===== config.mk =====
export PLATFORM = sky130hd
export DESIGN_NAME = gpio_six_bit_port_c
export DESIGN_NICKNAME = d
export VERILOG_FILES = /design/src/pkg/gpio_port_pkg.sv /design/src/pkg/port_ctrl_if.sv /design/src/logic/pin_sync.sv /design/src/logic/pin_driver.sv /design/src/logic/gpio_six_bit_port_c.sv
export SDC_FILE = /design/constraint.sdc
export NUM_CORES = 1
export LEC_CHECK = 0
export BUFFER_PORTS_ARGS = -buffer_cell sky130_fd_sc_hd__buf_2
export CORE_MARGIN = 2
export CORE_UTILIZATION = 54
export DETAILED_ROUTE_END_ITERATION = 8
export MAX_ROUTING_LAYER = met4
export PLACE_DENSITY = 0.85
export SYNTH_ARGS = -nofsm -noshare
export SYNTH_HDL_FRONTEND = slang
export SYNTH_SLANG_ARGS = --single-unit

===== constraint.sdc =====
create_clock -name mclk -period 7.2 [get_ports mclk]
set_input_delay 0.36 -clock mclk [delete_from_list [all_inputs] [get_ports mclk]]
set_output_delay 0.36 -clock mclk [all_outputs]
set_load 0.05 [all_outputs]

===== src/pkg/gpio_port_pkg.sv =====
// Shared constants for the six-bit general-purpose port.
package gpio_port_pkg;

    // ************************************************************
    // Widths.
    // ************************************************************
    localparam int PORT_W = 6;                // Implemented pins.
    localparam int ADDR_W = 8;                // Decoded address bits.
    localparam int DATA_W = 32;               // Bus data width.
    localparam int RSVD_BIT = 6;              // Reserved field bit.
    localparam int DEAD_BIT = 7;              // Bit with no pin behind it.

    // ************************************************************
    // Register byte offsets.
    // ************************************************************
    localparam logic [ADDR_W-1:0] OFF_DATA  = 8'h00;
    localparam logic [ADDR_W-1:0] OFF_DIR   = 8'h04;
    localparam logic [ADDR_W-1:0] OFF_PULL  = 8'h08;
    localparam logic [ADDR_W-1:0] OFF_SLEW  = 8'h0c;
    localparam logic [ADDR_W-1:0] OFF_DRIVE = 8'h10;

    // ************************************************************
    // Reset values and bus answers.
    // ************************************************************
    localparam logic [PORT_W-1:0] RST_DATA  = 6'h00;
    localparam logic [PORT_W-1:0] RST_DIR   = 6'h00;
    localparam logic [PORT_W-1:0] RST_PULL  = 6'h00;
    localparam logic [PORT_W-1:0] RST_SLEW  = 6'h00;
    localparam logic [PORT_W-1:0] RST_DRIVE = 6'h00;
    localparam logic [1:0]        RESP_OKAY   = 2'h0;
    localparam logic [1:0]        RESP_SLVERR = 2'h2;

    // True when the offset names one of the five registers.
    function automatic logic addr_mapped(input logic [ADDR_W-1:0] a);
        return (a == OFF_DATA) || (a == OFF_DIR) || (a == OFF_PULL) ||
               (a == OFF_SLEW) || (a == OFF_DRIVE);
    endfunction

endpackage


===== src/pkg/port_ctrl_if.sv =====
// Control bundle from the register file to the pin driver.
`timescale 1ns/1ps
interface port_ctrl_if
    import gpio_port_pkg::*;
();
    logic [PORT_W-1:0] latchBits;   // Output latch contents.
    logic [PORT_W-1:0] dirBits;     // One means output.
    logic [PORT_W-1:0] pullBits;    // Pullup requests.
    logic [PORT_W-1:0] slewBits;    // Slew limiting requests.
    logic [PORT_W-1:0] driveBits;   // High drive requests.

    // The register file owns the bundle.
    modport regs (output latchBits, dirBits, pullBits, slewBits, driveBits);

    // The pin driver only reads it.
    modport pins (input latchBits, dirBits, pullBits, slewBits, driveBits);
endinterface


===== src/logic/pin_sync.sv =====
// Two-flop synchroniser for the pin inputs.
`timescale 1ns/1ps
module pin_sync #(
    parameter int W = 6
) (
    input  wire logic         clk,
    input  wire logic         rst_n,
    input  wire logic [W-1:0] din,
    output logic      [W-1:0] dout
);
    logic [W-1:0] metaReg;   // First stage, read only by the second.

    // Both stages clear on reset; only dout is seen by logic.
    always_ff @(posedge clk or negedge rst_n) begin
        if (!rst_n) begin
            metaReg <= '0;
            dout    <= '0;
        end else begin
            metaReg <= din;
            dout    <= metaReg;
        end
    end
endmodule


===== src/logic/pin_driver.sv =====
// Registered pad controls for each port pin.
`timescale 1ns/1ps
module pin_driver
    import gpio_port_pkg::*;
(
    input  wire logic              clk,
    input  wire logic              rst_n,
    port_ctrl_if.pins              ctrl,
    output logic      [PORT_W-1:0] pinOut,
    output logic      [PORT_W-1:0] pinOeN,
    output logic      [PORT_W-1:0] pullupOn,
    output logic      [PORT_W-1:0] slewOn,
    output logic      [PORT_W-1:0] driveHigh
);
    // ************************************************************
    // One pad cell per pin.
    // ************************************************************
    for (genvar i = 0; i < PORT_W; i++) begin : g_pad
        // Reset leaves the pin undriven, pullup off.
        always_ff @(posedge clk or negedge rst_n) begin
            if (!rst_n) begin
                pinOut[i]    <= 1'b0;
                pinOeN[i]    <= 1'b1;
                pullupOn[i]  <= 1'b0;
                slewOn[i]    <= 1'b0;
                driveHigh[i] <= 1'b0;
            end else begin
                pinOut[i]    <= ctrl.latchBits[i];
                pinOeN[i]    <= ~ctrl.dirBits[i];
                pullupOn[i]  <= ctrl.pullBits[i] & ~ctrl.dirBits[i];
                slewOn[i]    <= ctrl.slewBits[i] & ctrl.dirBits[i];
                driveHigh[i] <= ctrl.driveBits[i];
            end
        end
    end

    // ************************************************************
    // Checks on the pad controls.
    // ************************************************************
    a_driven_level: assert property (@(posedge clk) disable iff (!rst_n)
        1'b1 |=> ((~pinOeN) & (pinOut ^ $past(ctrl.latchBits))) == '0)
        else $error("Driven pin differs from latch.");
    a_pullup_input: assert property (@(posedge clk) disable iff (!rst_n)
        1'b1 |=> pullupOn == $past(ctrl.pullBits & ~ctrl.dirBits))
        else $error("Pullup does not follow its enable.");
    a_pullup_forced: assert property (@(posedge clk) disable iff (!rst_n)
        (pullupOn & ~pinOeN) == '0)
        else $error("Pullup on while pin is driven.");
    a_slew_select: assert property (@(posedge clk) disable iff (!rst_n)
        1'b1 |=> slewOn == $past(ctrl.slewBits & ctrl.dirBits))
        else $error("Slew limit does not follow its enable.");
    a_slew_input: assert property (@(posedge clk) disable iff (!rst_n)
        (slewOn & pinOeN) == '0)
        else $error("Slew limit active on an input.");
    a_drive_select: assert property (@(posedge clk) disable iff (!rst_n)
        $changed(ctrl.driveBits) |=> driveHigh == $past(ctrl.driveBits))
        else $error("Drive strength does not follow its select.");
endmodule


===== src/logic/gpio_six_bit_port_c.sv =====
// Six-bit general-purpose port with an AXI4-Lite register slave.
`timescale 1ns/1ps
module gpio_six_bit_port_c
    import gpio_port_pkg::*;
(
    input  wire logic              mclk,
    input  wire logic              arst_n,
    // AXI4-Lite write address channel.
    input  wire logic [ADDR_W-1:0] awaddr,
    input  wire logic              awvalid,
    output logic                   awready,
    // AXI4-Lite write data channel.
    input  wire logic [DATA_W-1:0] wdata,
    input  wire logic [3:0]        wstrb,
    input  wire logic              wvalid,
    output logic                   wready,
    // AXI4-Lite write response channel.
    output logic      [1:0]        bresp,
    output logic                   bvalid,
    input  wire logic              bready,
    // AXI4-Lite read address channel.
    input  wire logic [ADDR_W-1:0] araddr,
    input  wire logic              arvalid,
    output logic                   arready,
    // AXI4-Lite read data channel.
    output logic      [DATA_W-1:0] rdata,
    output logic      [1:0]        rresp,
    output logic                   rvalid,
    input  wire logic              rready,
    // Port pins.
    input  wire logic [PORT_W-1:0] pinIn,
    output logic      [PORT_W-1:0] pinOut,
    output logic      [PORT_W-1:0] pinOeN,
    output logic      [PORT_W-1:0] pullupOn,
    output logic      [PORT_W-1:0] slewOn,
    output logic      [PORT_W-1:0] driveHigh
);

    // ************************************************************
    // Reset release.
    // ************************************************************

    logic rstMetaReg;   // First stage, read only by rstN.
    logic rstN;         // Synchronised reset used everywhere.

    // Reset asserts at once and releases two edges later.
    always_ff @(posedge mclk or negedge arst_n) begin
        if (!arst_n) begin
            rstMetaReg <= 1'b0;
            rstN       <= 1'b0;
        end else begin
            rstMetaReg <= 1'b1;
            rstN       <= rstMetaReg;
        end
    end

    // ************************************************************
    // Pin input synchronisation.
    // ************************************************************

    logic [PORT_W-1:0] pinSync;   // Pin levels in the mclk domain.

    // Pins are asynchronous to mclk, so they pass two flops.
    pin_sync #(
        .W (PORT_W)
    ) u_pin_sync (
        .clk   (mclk),
        .rst_n (rstN),
        .din   (pinIn),
        .dout  (pinSync)
    );

    // ************************************************************
    // Register storage and the pad driver.
    // ************************************************************

    port_ctrl_if ctrl ();   // Bundle to the pad driver.

    logic [PORT_W-1:0] latchReg;   // Output latch.
    logic [PORT_W-1:0] dirReg;     // Direction, one is output.
    logic [PORT_W-1:0] pullReg;    // Pullup enables.
    logic [PORT_W-1:0] slewReg;    // Slew limiting enables.
    logic [PORT_W-1:0] driveReg;   // Drive strength selects.

    // The stored fields steer the pads.
    assign ctrl.latchBits = latchReg;
    assign ctrl.dirBits   = dirReg;
    assign ctrl.pullBits  = pullReg;
    assign ctrl.slewBits  = slewReg;
    assign ctrl.driveBits = driveReg;

    // The pad controls are registered inside the driver.
    pin_driver u_pin_driver (
        .clk       (mclk),
        .rst_n     (rstN),
        .ctrl      (ctrl.pins),
        .pinOut    (pinOut),
        .pinOeN    (pinOeN),
        .pullupOn  (pullupOn),
        .slewOn    (slewOn),
        .driveHigh (driveHigh)
    );

    // ************************************************************
    // Write channels.
    // ************************************************************

    logic              awGot;        // Write address held.
    logic              wGot;         // Write data held.
    logic [ADDR_W-1:0] wrAddrHeld;   // Held write address.
    logic [PORT_W-1:0] wrDataHeld;   // Held data, pin bits only.
    logic              wrLaneHeld;   // Held strobe of byte lane 0.
    logic              awHs;         // Address handshake this edge.
    logic              wHs;          // Data handshake this edge.
    logic              wrEn;         // Both halves held: commit now.

    assign awHs = awvalid && awready;
    assign wHs  = wvalid && wready;
    assign wrEn = awGot && wGot && !bvalid;

    // Address ready drops on a take and returns when idle.
    always_ff @(posedge mclk or negedge rstN) begin
        if (!rstN) begin
            awready <= 1'b0;
        end else begin
            awready <= !awHs && !awGot && !bvalid;
        end
    end

    // Data ready behaves the same on its own channel.
    always_ff @(posedge mclk or negedge rstN) begin
        if (!rstN) begin
            wready <= 1'b0;
        end else begin
            wready <= !wHs && !wGot && !bvalid;
        end
    end

    // The address is held until the commit.
    always_ff @(posedge mclk or negedge rstN) begin
        if (!rstN) begin
            awGot      <= 1'b0;
            wrAddrHeld <= '0;
        end else if (awHs) begin
            awGot      <= 1'b1;
            wrAddrHeld <= awaddr;
        end else if (wrEn) begin
            awGot      <= 1'b0;
        end
    end

    // Only the pin bits are kept; bits 6 and 7 are dropped.
    always_ff @(posedge mclk or negedge rstN) begin
        if (!rstN) begin
            wGot       <= 1'b0;
            wrDataHeld <= '0;
            wrLaneHeld <= 1'b0;
        end else if (wHs) begin
            wGot       <= 1'b1;
            wrDataHeld <= wdata[PORT_W-1:0];
            wrLaneHeld <= wstrb[0];
        end else if (wrEn) begin
            wGot       <= 1'b0;
        end
    end

    // Response follows the commit; unmapped offsets get an error.
    always_ff @(posedge mclk or negedge rstN) begin
        if (!rstN) begin
            bvalid <= 1'b0;
            bresp  <= RESP_OKAY;
        end else if (wrEn) begin
            bvalid <= 1'b1;
            bresp  <= addr_mapped(wrAddrHeld) ? RESP_OKAY : RESP_SLVERR;
        end else if (bready) begin
            bvalid <= 1'b0;
        end
    end

    // True when the commit targets the given offset on lane 0.
    function automatic logic lane_write(input logic [ADDR_W-1:0] off);
        return wrEn && wrLaneHeld && (wrAddrHeld == off);
    endfunction

    // ************************************************************
    // Register fields.
    // ************************************************************

    // Latch loads all bits whatever the direction.
    always_ff @(posedge mclk or negedge rstN) begin
        if (!rstN) begin
            latchReg <= RST_DATA;
        end else if (lane_write(OFF_DATA)) begin
            latchReg <= wrDataHeld;
        end
    end

    // Reset makes every pin an input.
    always_ff @(posedge mclk or negedge rstN) begin
        if (!rstN) begin
            dirReg <= RST_DIR;
        end else if (lane_write(OFF_DIR)) begin
            dirReg <= wrDataHeld;
        end
    end

    // Pullups start disabled.
    always_ff @(posedge mclk or negedge rstN) begin
        if (!rstN) begin
            pullReg <= RST_PULL;
        end else if (lane_write(OFF_PULL)) begin
            pullReg <= wrDataHeld;
        end
    end

    // Slew limiting enables.
    always_ff @(posedge mclk or negedge rstN) begin
        if (!rstN) begin
            slewReg <= RST_SLEW;
        end else if (lane_write(OFF_SLEW)) begin
            slewReg <= wrDataHeld;
        end
    end

    // Drive strength selects.
    always_ff @(posedge mclk or negedge rstN) begin
        if (!rstN) begin
            driveReg <= RST_DRIVE;
        end else if (lane_write(OFF_DRIVE)) begin
            driveReg <= wrDataHeld;
        end
    end

    // ************************************************************
    // Read channels.
    // ************************************************************

    logic              rdEn;      // Read address taken this edge.
    logic [PORT_W-1:0] rdField;   // Pin bits of the addressed register.
    logic [DATA_W-1:0] rdWord;    // Whole word, upper bits zero.

    assign rdEn = arvalid && arready;

    // Each data bit returns the pin or the latch by direction.
    always_comb begin
        case (araddr)
            OFF_DATA:  rdField = (dirReg & latchReg) | (~dirReg & pinSync);
            OFF_DIR:   rdField = dirReg;
            OFF_PULL:  rdField = pullReg;
            OFF_SLEW:  rdField = slewReg;
            OFF_DRIVE: rdField = driveReg;
            default:   rdField = '0;
        endcase
    end

    // Bits 6 and above always read zero.
    assign rdWord = {{(DATA_W-PORT_W){1'b0}}, rdField};

    // Read ready drops on a take and returns after the answer.
    always_ff @(posedge mclk or negedge rstN) begin
        if (!rstN) begin
            arready <= 1'b0;
        end else begin
            arready <= !rdEn && !rvalid;
        end
    end

    // Data is captured at the take and held until rready.
    always_ff @(posedge mclk or negedge rstN) begin
        if (!rstN) begin
            rvalid <= 1'b0;
            rdata  <= '0;
            rresp  <= RESP_OKAY;
        end else if (rdEn) begin
            rvalid <= 1'b1;
            rdata  <= rdWord;
            rresp  <= addr_mapped(araddr) ? RESP_OKAY : RESP_SLVERR;
        end else if (rready) begin
            rvalid <= 1'b0;
        end
    end

    // ************************************************************
    // Checks on the register file.
    // ************************************************************

    a_input_read: assert property (@(posedge mclk) disable iff (!rstN)
        rdEn && (araddr == OFF_DATA)
        |=> ((rdata[PORT_W-1:0] ^ $past(pinSync)) & ~$past(dirReg)) == '0)
        else $error("Input read is not the pin level.");

    a_output_read: assert property (@(posedge mclk) disable iff (!rstN)
        rdEn && (araddr == OFF_DATA)
        |=> ((rdata[PORT_W-1:0] ^ $past(latchReg)) & $past(dirReg)) == '0)
        else $error("Output read is not the latch.");

    a_latch_write: assert property (@(posedge mclk) disable iff (!rstN)
        wHs && awHs && (awaddr == OFF_DATA) && wstrb[0]
        |=> ##1 latchReg == $past(wdata[PORT_W-1:0], 2))
        else $error("Data write did not reach the latch.");

    a_reset_quiet: assert property (@(posedge mclk)
        $rose(rstN) |-> (latchReg == '0) && (pinOeN == '1) && (pullupOn == '0))
        else $error("Port not quiet after reset.");

    a_dir_select: assert property (@(posedge mclk) disable iff (!rstN)
        1'b1
        |=> pinOeN == ~$past(dirReg))
        else $error("Output enable does not follow direction.");

    a_upper_zero: assert property (@(posedge mclk) disable iff (!rstN)
        rvalid |-> rdata[DATA_W-1:PORT_W] == '0)
        else $error("Bits above the port read nonzero.");

    a_write_resp: assert property (@(posedge mclk) disable iff (!rstN)
        wrEn |=> bvalid && (bresp == (addr_mapped($past(wrAddrHeld)) ?
                                      RESP_OKAY : RESP_SLVERR)))
        else $error("Write response missing or wrong.");

    a_resp_hold: assert property (@(posedge mclk) disable iff (!rstN)
        bvalid && !bready |=> bvalid && $stable(bresp))
        else $error("Write response dropped before bready.");

endmodule


==> results of run 1 <==
worst max-delay path by stage:
stage	slack (ns)	from	endpoint
6_report	5.19	bvalid	ctrl.latchBits[5]
5_1_grt	5.10	bvalid	ctrl.latchBits[5]
4_1_cts	5.17	bvalid	ctrl.latchBits[5]
3_5_place_dp	5.20	bvalid	ctrl.latchBits[0]
3_3_place_gp	5.24	bvalid	ctrl.latchBits[0]
2_1_floorplan	4.10	rstN	arready
Yosys cell counts, drive strengths merged:
| library cell | instances | share of area, % |
|---|---|---|
| inv | 9 | 0.82 |
| nand3b | 1 | 0.18 |
| buf | 29 | 5.2 |
| nand2 | 14 | 1.3 |
| a31oi | 1 | 0.15 |
| nor3 | 1 | 0.12 |
| nor4bb | 1 | 0.24 |
| nand4 | 5 | 2.6 |
| nor2b | 10 | 1.5 |
| nor4 | 1 | 0.30 |
| and3 | 1 | 0.15 |
| nor4b | 3 | 1.5 |
| a21oi | 3 | 0.37 |
| dfstp | 6 | 3.8 |
| mux2 | 57 | 16 |
| nor2 | 3 | 0.27 |
| conb | 2 | 0.18 |
| o221ai | 6 | 1.3 |
| a211oi | 1 | 0.18 |
| o21ai | 4 | 0.49 |
| a22oi | 12 | 2.2 |
| and2 | 8 | 1.2 |
| dfrtp | 98 | 60 |
| clkbuf | 1 | 0.091 |
| a21o | 2 | 0.37 |
metal layers:
layer / up-vias / share of wire [%]
met5: - / 0
met4: 0 / 1.3
met3: 8 / 6.7
met2: 96 / 51
met1: 1222 / 41
li1: 1098 / -
metrics by stage:
stage	util (%)	setup WS [ns]	power (W)	cells	cell area [um2]
6_report	64.5	5.19	0.00152	472	4700
3_5_place_dp	61.9	5.20	0.00120	454	4510
3_3_place_gp	61.9	5.24	0.00118	454	4510
4_1_cts	64.5	5.17	0.00153	471	4700
5_1_grt	64.5	5.10	0.00159	472	4700
2_1_floorplan	-	4.10	0.00111	306	4210
power by group through the flow:
stage	logic, W	registers, W	clock network, W
floorplan	0.000212	0.000903	0
global placement	0.000384	0.000800	0
detailed placement	0.000395	0.000809	0
CTS	0.000396	0.000797	0.000338
global route	0.000417	0.000815	0.000360
finish	0.000391	0.000796	0.000331
area by class of cell:
type                    count  area (um2)  share of cell area, %
multi-input cells         163        1340                   28.6
flip-flops and latches    104        2610                   55.6
repair buffers             80         408                   8.67
clock buffers              10         128                   2.71
well taps                  99         124                   2.63
diodes                      1        2.50                 0.0532
clock inverters             6        51.3                   1.09
inverters                   9        33.8                  0.718
critical path, delay by kind of cell, from the launching register on:
kind	cells	cell delay (ns)
flops	1	0.45
mux	1	0.40
simple gates	2	1.04
cells by family (layout without fill, tap and decap cells):
logic type | Yosys count | count (layout) | share of synthesized area [%]
multiplexers | 57 | 57 | 15.6
buffers and inverters | 39 | 105 | 6.13
AO/OA/AOI/OAI | 29 | 29 | 5.03
other | 2 | 30 | 0.183
flip-flops | 104 | 104 | 63.6
AND/OR/NAND/NOR | 48 | 48 | 9.42
what timing repair did:
| item | CTS | global route |
|---|---|---|
| gates resized for setup | 0 | 0 |
| endpoints found under the hold margin | 2 | 0 |
| hold buffers | 1 | 0 |
==> flow_summary.json, run 1 <==
{
  "max_freq_mhz": 497,
  "htreeDepth": 3,
  "run_status": "complete, no violations",
  "path_clk_slew_ns": 0.10,
  "vias_per_cell": 5.14,
  "finalHoldViolations": 0,
  "worst_setup_path_end_kind": "flop",
  "die_w_um": 91.2,
  "dp_hpwl_mm": 5.16,
  "drtIter0Drc": 162,
  "worstRegToRegCells": 3,
  "ys_seq_area_share_pct": 63.6,
  "die_y_um": 91.2,
  "port-buffer-count": 78,
  "clockBufferDepth": 2,
  "hold_start": "pinIn[3]",
  "critPathMaxFanout": 6,
  "largest_register": "wrAddrHeld",
  "cts_tree": "built",
  "r2r-start": "bvalid",
  "avgRoutedWirePerCell_um": 15.4,
  "tns_ns": 0,
  "holdWs_ns": 0.0963,
  "die_area_um2": 8310,
  "cp.required_ns": 7.44,
  "initial_core_util_pct": 56.3,
  "grt_pass1_vias": 2382,
  "antenna_found_initial": 1,
  "drcViolationCount": 0,
  "slew_headroom_pct": 36.8,
  "track_usage_pct": 19.1,
  "post_cts_buffers": 0,
  "vias": 2424,
  "cts_sinks": 104,
  "use_met3_pct": 3.57,
  "p_sw_share_pct": 37.0,
  "firstDrtPassIters": 4,
  "cts-root-buf": "clkbuf_8",
  "path_class": "reg -> reg",
  "met1_usage_pct": 24.6,
  "grt_overflow": 0,
  "synth_area_um2": 4100,
  "routed_wl_mm": 7.27,
  "grt_pass1_wl_mm": 11.7,
  "period_share_pct": 28.0,
  "crit_chain": "nor4b_4, nand4_4, mux2_1",
  "synth_cells": 279,
  "yosysUniqueCellTypes": 28,
  "boundaryPins": 136,
  "worst_pin_slew_ns": 0.940,
  "final_common_cell": "dfrtp_1",
  "ant_nets": 0,
  "rsz0062_at_grt": "false",
  "drive_gt1_share_pct": 44.1,
  "setup_viol_count_final": 0,
  "largest_reg_flops": 8,
  "coreArea_um2": 7290,
  "powerDensity_nw_per_um2": 323,
  "yosys_warnings": 0,
  "syn_avg_cell_area_um2": 14.7,
  "final_cell_mix": "97 x dfrtp_1, 78 x buf_2, 54 x mux2_2",
  "r2r-end": "ctrl.latchBits[5]",
  "seq_power_share_pct": 52.4,
  "p_switching_w": 0.000562,
  "vdd_drop_max_mv": 0.251,
  "ys_ff_latch": 104,
  "grt_busiest_layer": "met2",
  "drv_slew": 0,
  "clkPwrFrac_pct": 21.8,
  "gp_congestion": 0.784,
  "cap_violations": 0,
  "max_stage_delay_ns": 0.70,
  "min_to": "u_pin_sync.metaReg[3]",
  "p_int_w": 0.000956,
  "reg2reg_slack_ns": 5.19,
  "n_fill_cell": 576,
  "use_met2_pct": 30.1,
  "syn_to_final_growth_pct": 14.6,
  "cts_made_buffers": 9,
  "skew_ns": 0.00887,
  "row_count": 31,
  "min_period_ns": 2.01,
  "grt_start_max_net_pins": 67,
  "fin_nets": 432,
  "critPathArrivalTime_ns": 2.26,
  "combPwrFrac_pct": 25.8,
  "min_path_type": "in -> reg",
  "leakage_nw": 2.40,
  "worstSetupStartpointType": "flop",
  "slowest_stage": "nor4b_4",
  "clock_latency_ns": 0.36,
  "hold_depth": 1
}
No activity file was read; power rests on OpenSTA's default activity.
==> run 2: changes to the inputs <==
--- a/config.mk
+++ b/config.mk
@@ -7,10 +7,10 @@
 export LEC_CHECK = 0
 export BUFFER_PORTS_ARGS = -buffer_cell sky130_fd_sc_hd__buf_2
 export CORE_MARGIN = 2
-export CORE_UTILIZATION = 54
+export CORE_UTILIZATION = 50
 export DETAILED_ROUTE_END_ITERATION = 8
 export MAX_ROUTING_LAYER = met4
-export PLACE_DENSITY = 0.85
+export PLACE_DENSITY = 0.79
 export SYNTH_ARGS = -nofsm -noshare
 export SYNTH_HDL_FRONTEND = slang
 export SYNTH_SLANG_ARGS = --single-unit
==> constraint.sdc (replaced) <==
create_clock -name mclk -period 1.9 [get_ports mclk]
set_input_delay 0.095 -clock mclk [delete_from_list [all_inputs] [get_ports mclk]]
set_output_delay 0.095 -clock mclk [all_outputs]
set_load 0.05 [all_outputs]
==> run 2 against run 1 <==
Net effect:
- first-iteration DRC count shrank 32%
- worst hold slack worse by 0.066 ns
- via count increased by 2.3%
- worst setup slack worse by 5.0 ns
- total power grew to 3.9 times the previous value
- register-to-register slack worse by 5.0 ns
- critical endpoint is now ctrl.latchBits[0]
- highest routed layer unchanged
==> flow_summary.json, run 2 (synthesized netlist as in run 1, its figures left out) <==
{
  "port-buffer-count": 78,
  "drcViolationCount": 0,
  "drtIter0Drc": 110,
  "coreArea_um2": 8090,
  "powerDensity_nw_per_um2": 1180,
  "layoutNonFillerInstCount": 509,
  "leakage_nw": 2.55,
  "clkPwrFrac_pct": 23.3,
  "clockBufferDepth": 2,
  "diodes": 0,
  "drv_slew": 0,
  "path_clk_slew_ns": 0.10,
  "die_w_um": 94.6,
  "vias_per_cell": 4.87,
  "combPwrFrac_pct": 26.3,
  "p_switching_w": 0.00215,
  "htreeDepth": 3,
  "row_count": 33,
  "min_period_ns": 1.67,
  "rsz0062_at_grt": "false",
  "largest_register": "wrAddrHeld",
  "r2r-end": "ctrl.latchBits[0]",
  "run_status": "complete, no violations",
  "critPathArrivalTime_ns": 1.92,
  "cts_tree": "built",
  "p_sw_share_pct": 36.0,
  "multiInputGateArea_um2": 1340,
  "hold_buffers": 26,
  "die_y_um": 94.6,
  "placed_area_um2": 4590,
  "track_usage_pct": 18.5,
  "n_fill_cell": 656,
  "seq_power_share_pct": 50.5,
  "grt_pass1_vias": 2414,
  "critPathMaxFanout": 6,
  "die_area_um2": 8950,
  "tns_ns": 0,
  "grt_busiest_layer": "met2",
  "avgRoutedWirePerCell_um": 14.7,
  "firstDrtPassIters": 4,
  "fin_ws_ns": 0.235,
  "clock_latency_ns": 0.37,
  "finalHoldViolations": 0,
  "final_common_cell": "dfrtp_1",
  "regArea_um2": 2620,
  "final_area_um2": 5050,
  "use_met3_pct": 4.39,
  "period_share_pct": 87.7,
  "gp_congestion": 0.784,
  "skew_ns": 0.00711,
  "p_int_w": 0.00382,
  "fin_nets": 464,
  "vdd_drop_max_mv": 0.949,
  "boundaryPins": 136,
  "use_met2_pct": 28.4,
  "cp.required_ns": 2.15,
  "grt_overflow": 0,
  "path_class": "reg -> reg",
  "antenna_found_initial": 0,
  "max_freq_mhz": 600,
  "cts-root-buf": "clkbuf_8",
  "post-place-ws_ns": 0.222,
  "min_path_type": "in -> async",
  "reg2reg_slack_ns": 0.23,
  "vias": 2480,
  "worst_pin_slew_ns": 0.521,
  "setup_viol_count_final": 0,
  "cap_violations": 0,
  "slew_headroom_pct": 65.2,
  "routed_wl_mm": 7.49,
  "drive_gt1_share_pct": 42.8,
  "ant_nets": 0,
  "initial_core_util_pct": 50.7,
  "cts_made_buffers": 9,
  "worst_setup_path_end_kind": "flop",
  "r2r-start": "wrAddrHeld[5]",
  "final_cell_mix": "96 x dfrtp_1, 78 x buf_2, 54 x mux2_2",
  "worstSetupStartpointType": "flop",
  "syn_to_final_growth_pct": 23.1,
  "largest_reg_flops": 8,
  "met1_usage_pct": 23.5,
  "dp_hpwl_mm": 5.16,
  "cts_sinks": 104,
  "grt_start_max_net_pins": 49,
  "grt_pass1_wl_mm": 11.7,
  "post_cts_buffers": 0,
  "dp_cells": 467,
  "cts_resized": 0,
  "worstRegToRegCells": 4
}
## run 2: worst max path at each step
stage | start | to | slack (ns)
detailed placement | wrAddrHeld[5] | ctrl.latchBits[2] | 0.22
global route | wrAddrHeld[5] | ctrl.latchBits[0] | 0.16
finish | wrAddrHeld[5] | ctrl.latchBits[0] | 0.23
global placement | wrAddrHeld[5] | ctrl.latchBits[2] | 0.30
CTS | wrAddrHeld[5] | ctrl.latchBits[5] | 0.22
floorplan | rstN | bvalid | 0.03
## run 2: area by class of cell
cell class,count,share of cell area [%]
multi-input combinational,163,26.6
timing repair buffer,112,14.3
clock buffer,9,2.45
tap,105,2.60
sequential,104,51.8
inverter,9,0.669
clock inverter,7,1.61
## run 2: power groups by stage
| stage | clock, W | sequential, W | combinational (W) |
|---|---|---|---|
| after floorplan | 0 | 0.00342 | 0.000804 |
| after global placement | 0 | 0.00303 | 0.00151 |
| after detailed placement | 0 | 0.00306 | 0.00154 |
| after CTS | 0.00142 | 0.00302 | 0.00159 |
| after global routing | 0.00152 | 0.00309 | 0.00168 |
| final | 0.00139 | 0.00301 | 0.00157 |
## run 2: routing by layer
| metal | wire (um) | share of wire (%) |
|---|---|---|
| met1 | 3250 | 43 |
| met4 | 72 | 0.96 |
| met2 | 3680 | 49 |
| met5 | 0 | 0 |
| met3 | 486 | 6.5 |
## run 2: per-stage QoR
step | power [W] | hold WS, ns | util, %
floorplan | 0.00423 | -0.201 | -
global placement | 0.00453 | -0.120 | 56.7
detailed placement | 0.00460 | -0.118 | 56.7
CTS | 0.00602 | 0.0108 | 62.4
global route | 0.00630 | 0.0204 | 62.4
finish | 0.00597 | 0.0308 | 62.4
## run 2: critical path, stage by stage (launching register included)
cell     delay, ns
dfrtp_1       0.43
nor4b_4       0.33
buf_4         0.24
nand4_4       0.19
mux2_1        0.36
==> run 3: changes to the inputs <==
--- a/config.mk
+++ b/config.mk
@@ -7,10 +7,11 @@
 export LEC_CHECK = 0
 export BUFFER_PORTS_ARGS = -buffer_cell sky130_fd_sc_hd__buf_2
 export CORE_MARGIN = 2
-export CORE_UTILIZATION = 50
+export CORE_UTILIZATION = 52
+export CTS_BUF_LIST = sky130_fd_sc_hd__clkbuf_2 sky130_fd_sc_hd__clkbuf_4 sky130_fd_sc_hd__clkbuf_8
 export DETAILED_ROUTE_END_ITERATION = 8
 export MAX_ROUTING_LAYER = met4
-export PLACE_DENSITY = 0.79
+export PLACE_DENSITY = 0.82
 export SYNTH_ARGS = -nofsm -noshare
 export SYNTH_HDL_FRONTEND = slang
 export SYNTH_SLANG_ARGS = --single-unit
==> run 3 against run 2 <==
Net effect:
- core utilization is 2.9 points higher
- first-iteration DRC count up 17%
- wire length rose by 1.4%
- worst hold slack better by 0.0078 ns
- cell area shrank 0.59%
- largest cell class unchanged
- highest routed layer unchanged
==> flow_summary.json, run 3 (synthesized netlist as in run 1, its figures left out) <==
{
  "placed_area_um2": 4580,
  "initial_core_util_pct": 53.4,
  "firstDrtPassIters": 4,
  "grt_overflow": 0,
  "drtIter0Drc": 129,
  "slowest_stage": "dfrtp_1",
  "r2r-end": "ctrl.latchBits[2]",
  "clock_latency_ns": 0.36,
  "crit_chain": "nor4b_4, buf_4, nand4_4, mux2_1",
  "rsz0062_at_grt": "false",
  "port-buffer-count": 78,
  "max_freq_mhz": 625,
  "htreeDepth": 3,
  "cts_tree": "built",
  "cap_violations": 0,
  "r2r-start": "wrAddrHeld[1]",
  "die_w_um": 92.8,
  "fin_nets": 463,
  "path_clk_slew_ns": 0.09,
  "die_area_um2": 8620,
  "worst_pin_slew_ns": 0.554,
  "setup_viol_count_final": 0,
  "min_period_ns": 1.60,
  "period_share_pct": 84.3,
  "reg2reg_slack_ns": 0.30,
  "row_count": 32,
  "gp_congestion": 0.778,
  "powerDensity_nw_per_um2": 1160,
  "largest_reg_flops": 8,
  "skew_ns": 0.00858,
  "dp_hpwl_mm": 5.29,
  "max_stage_delay_ns": 0.43,
  "largest_register": "wrAddrHeld",
  "ant_nets": 0,
  "vias_per_cell": 4.90,
  "cts_made_buffers": 9,
  "avgRoutedWirePerCell_um": 15.0,
  "critPathMaxFanout": 6,
  "final_area_um2": 5020,
  "track_usage_pct": 19.4,
  "final_common_cell": "dfrtp_1",
  "antenna_found_initial": 0,
  "drcViolationCount": 0,
  "min_path_type": "in -> async",
  "drive_gt1_share_pct": 42.7,
  "fin_ws_ns": 0.299,
  "routed_wl_mm": 7.59,
  "syn_to_final_growth_pct": 22.4,
  "finalHoldViolations": 0,
  "path_class": "reg -> reg",
  "grt_start_max_net_pins": 58,
  "n_fill_cell": 582,
  "vdd_drop_max_mv": 0.990,
  "drv_slew": 0,
  "boundaryPins": 136,
  "slew_headroom_pct": 63.0,
  "vias": 2474,
  "worstRegToRegCells": 4,
  "run_status": "complete, no violations",
  "post-place-ws_ns": 0.284,
  "grt_pass1_vias": 2548,
  "final_cell_mix": "96 x dfrtp_1, 78 x buf_2, 54 x mux2_2",
  "cts_sinks": 104,
  "worstSetupStartpointType": "flop",
  "coreArea_um2": 7690,
  "clockBufferDepth": 2,
  "die_y_um": 92.8,
  "tns_ns": 0,
  "worst_setup_path_end_kind": "flop",
  "cts-root-buf": "clkbuf_8",
  "diodes": 0,
  "grt_pass1_wl_mm": 12.3,
  "cp.required_ns": 2.15,
  "leakage_nw": 2.55,
  "critPathArrivalTime_ns": 1.85
}
## run 3: routing by layer
metal  vias to the layer above  share of wire, %  global-route usage, %
li1                       1160                 -                      -
met1                      1204                41                   25.4
met2                        96                50                   30.5
met3                        14               6.6                   3.91
met4                         0               2.2                   7.11
met5                         -                 0                      -
## run 3: worst max path at each step
stage / from / depth (start not counted) / to
2_1_floorplan: rstN / 0 / bvalid
3_3_place_gp: wrAddrHeld[1] / 4 / ctrl.latchBits[2]
3_5_place_dp: wrAddrHeld[1] / 4 / ctrl.latchBits[2]
4_1_cts: wrAddrHeld[1] / 4 / ctrl.latchBits[5]
5_1_grt: wrAddrHeld[1] / 4 / ctrl.latchBits[2]
6_report: wrAddrHeld[1] / 4 / ctrl.latchBits[2]
## run 3: cell type report
class	count	area, um2	area share [%]
clock inverters	5	41.3	0.822
clock buffers	11	145	2.89
repair buffers	111	716	14.3
inverters	9	33.8	0.673
multi-input cells	163	1340	26.8
flip-flops and latches	104	2620	52.1
well taps	102	128	2.54
## run 3: stage by stage
step	util (%)	hold WS, ns	power, W	instances
2_1_floorplan	-	-0.201	0.00423	306
3_3_place_gp	59.5	-0.120	0.00453	463
3_5_place_dp	59.5	-0.117	0.00460	463
4_1_cts	65.3	0.0275	0.00590	505
5_1_grt	65.3	0.0257	0.00616	505
6_report	65.3	0.0385	0.00584	505
## run 3: critical path: cells and delay by family (launching register included)
family	cells	cell delay, ns
simple gates	2	0.48
flops	1	0.43
mux	1	0.37
buf+inv	1	0.22
## run 3: what timing repair did
action,CTS,global route
hold buffers,26,0
endpoints found under the hold margin,27,0
gates resized for setup,0,0
setup buffers,0,0
## run 3: power by group
| group | internal [W] | switching [W] | total [W] |
|---|---|---|---|
| registers | 0.00263 | 0.000379 | 0.00301 |
| logic | 0.000567 | 0.00101 | 0.00158 |
| clock network | 0.000538 | 0.000711 | 0.00125 |
| total | 0.00374 | 0.00210 | 0.00584 |
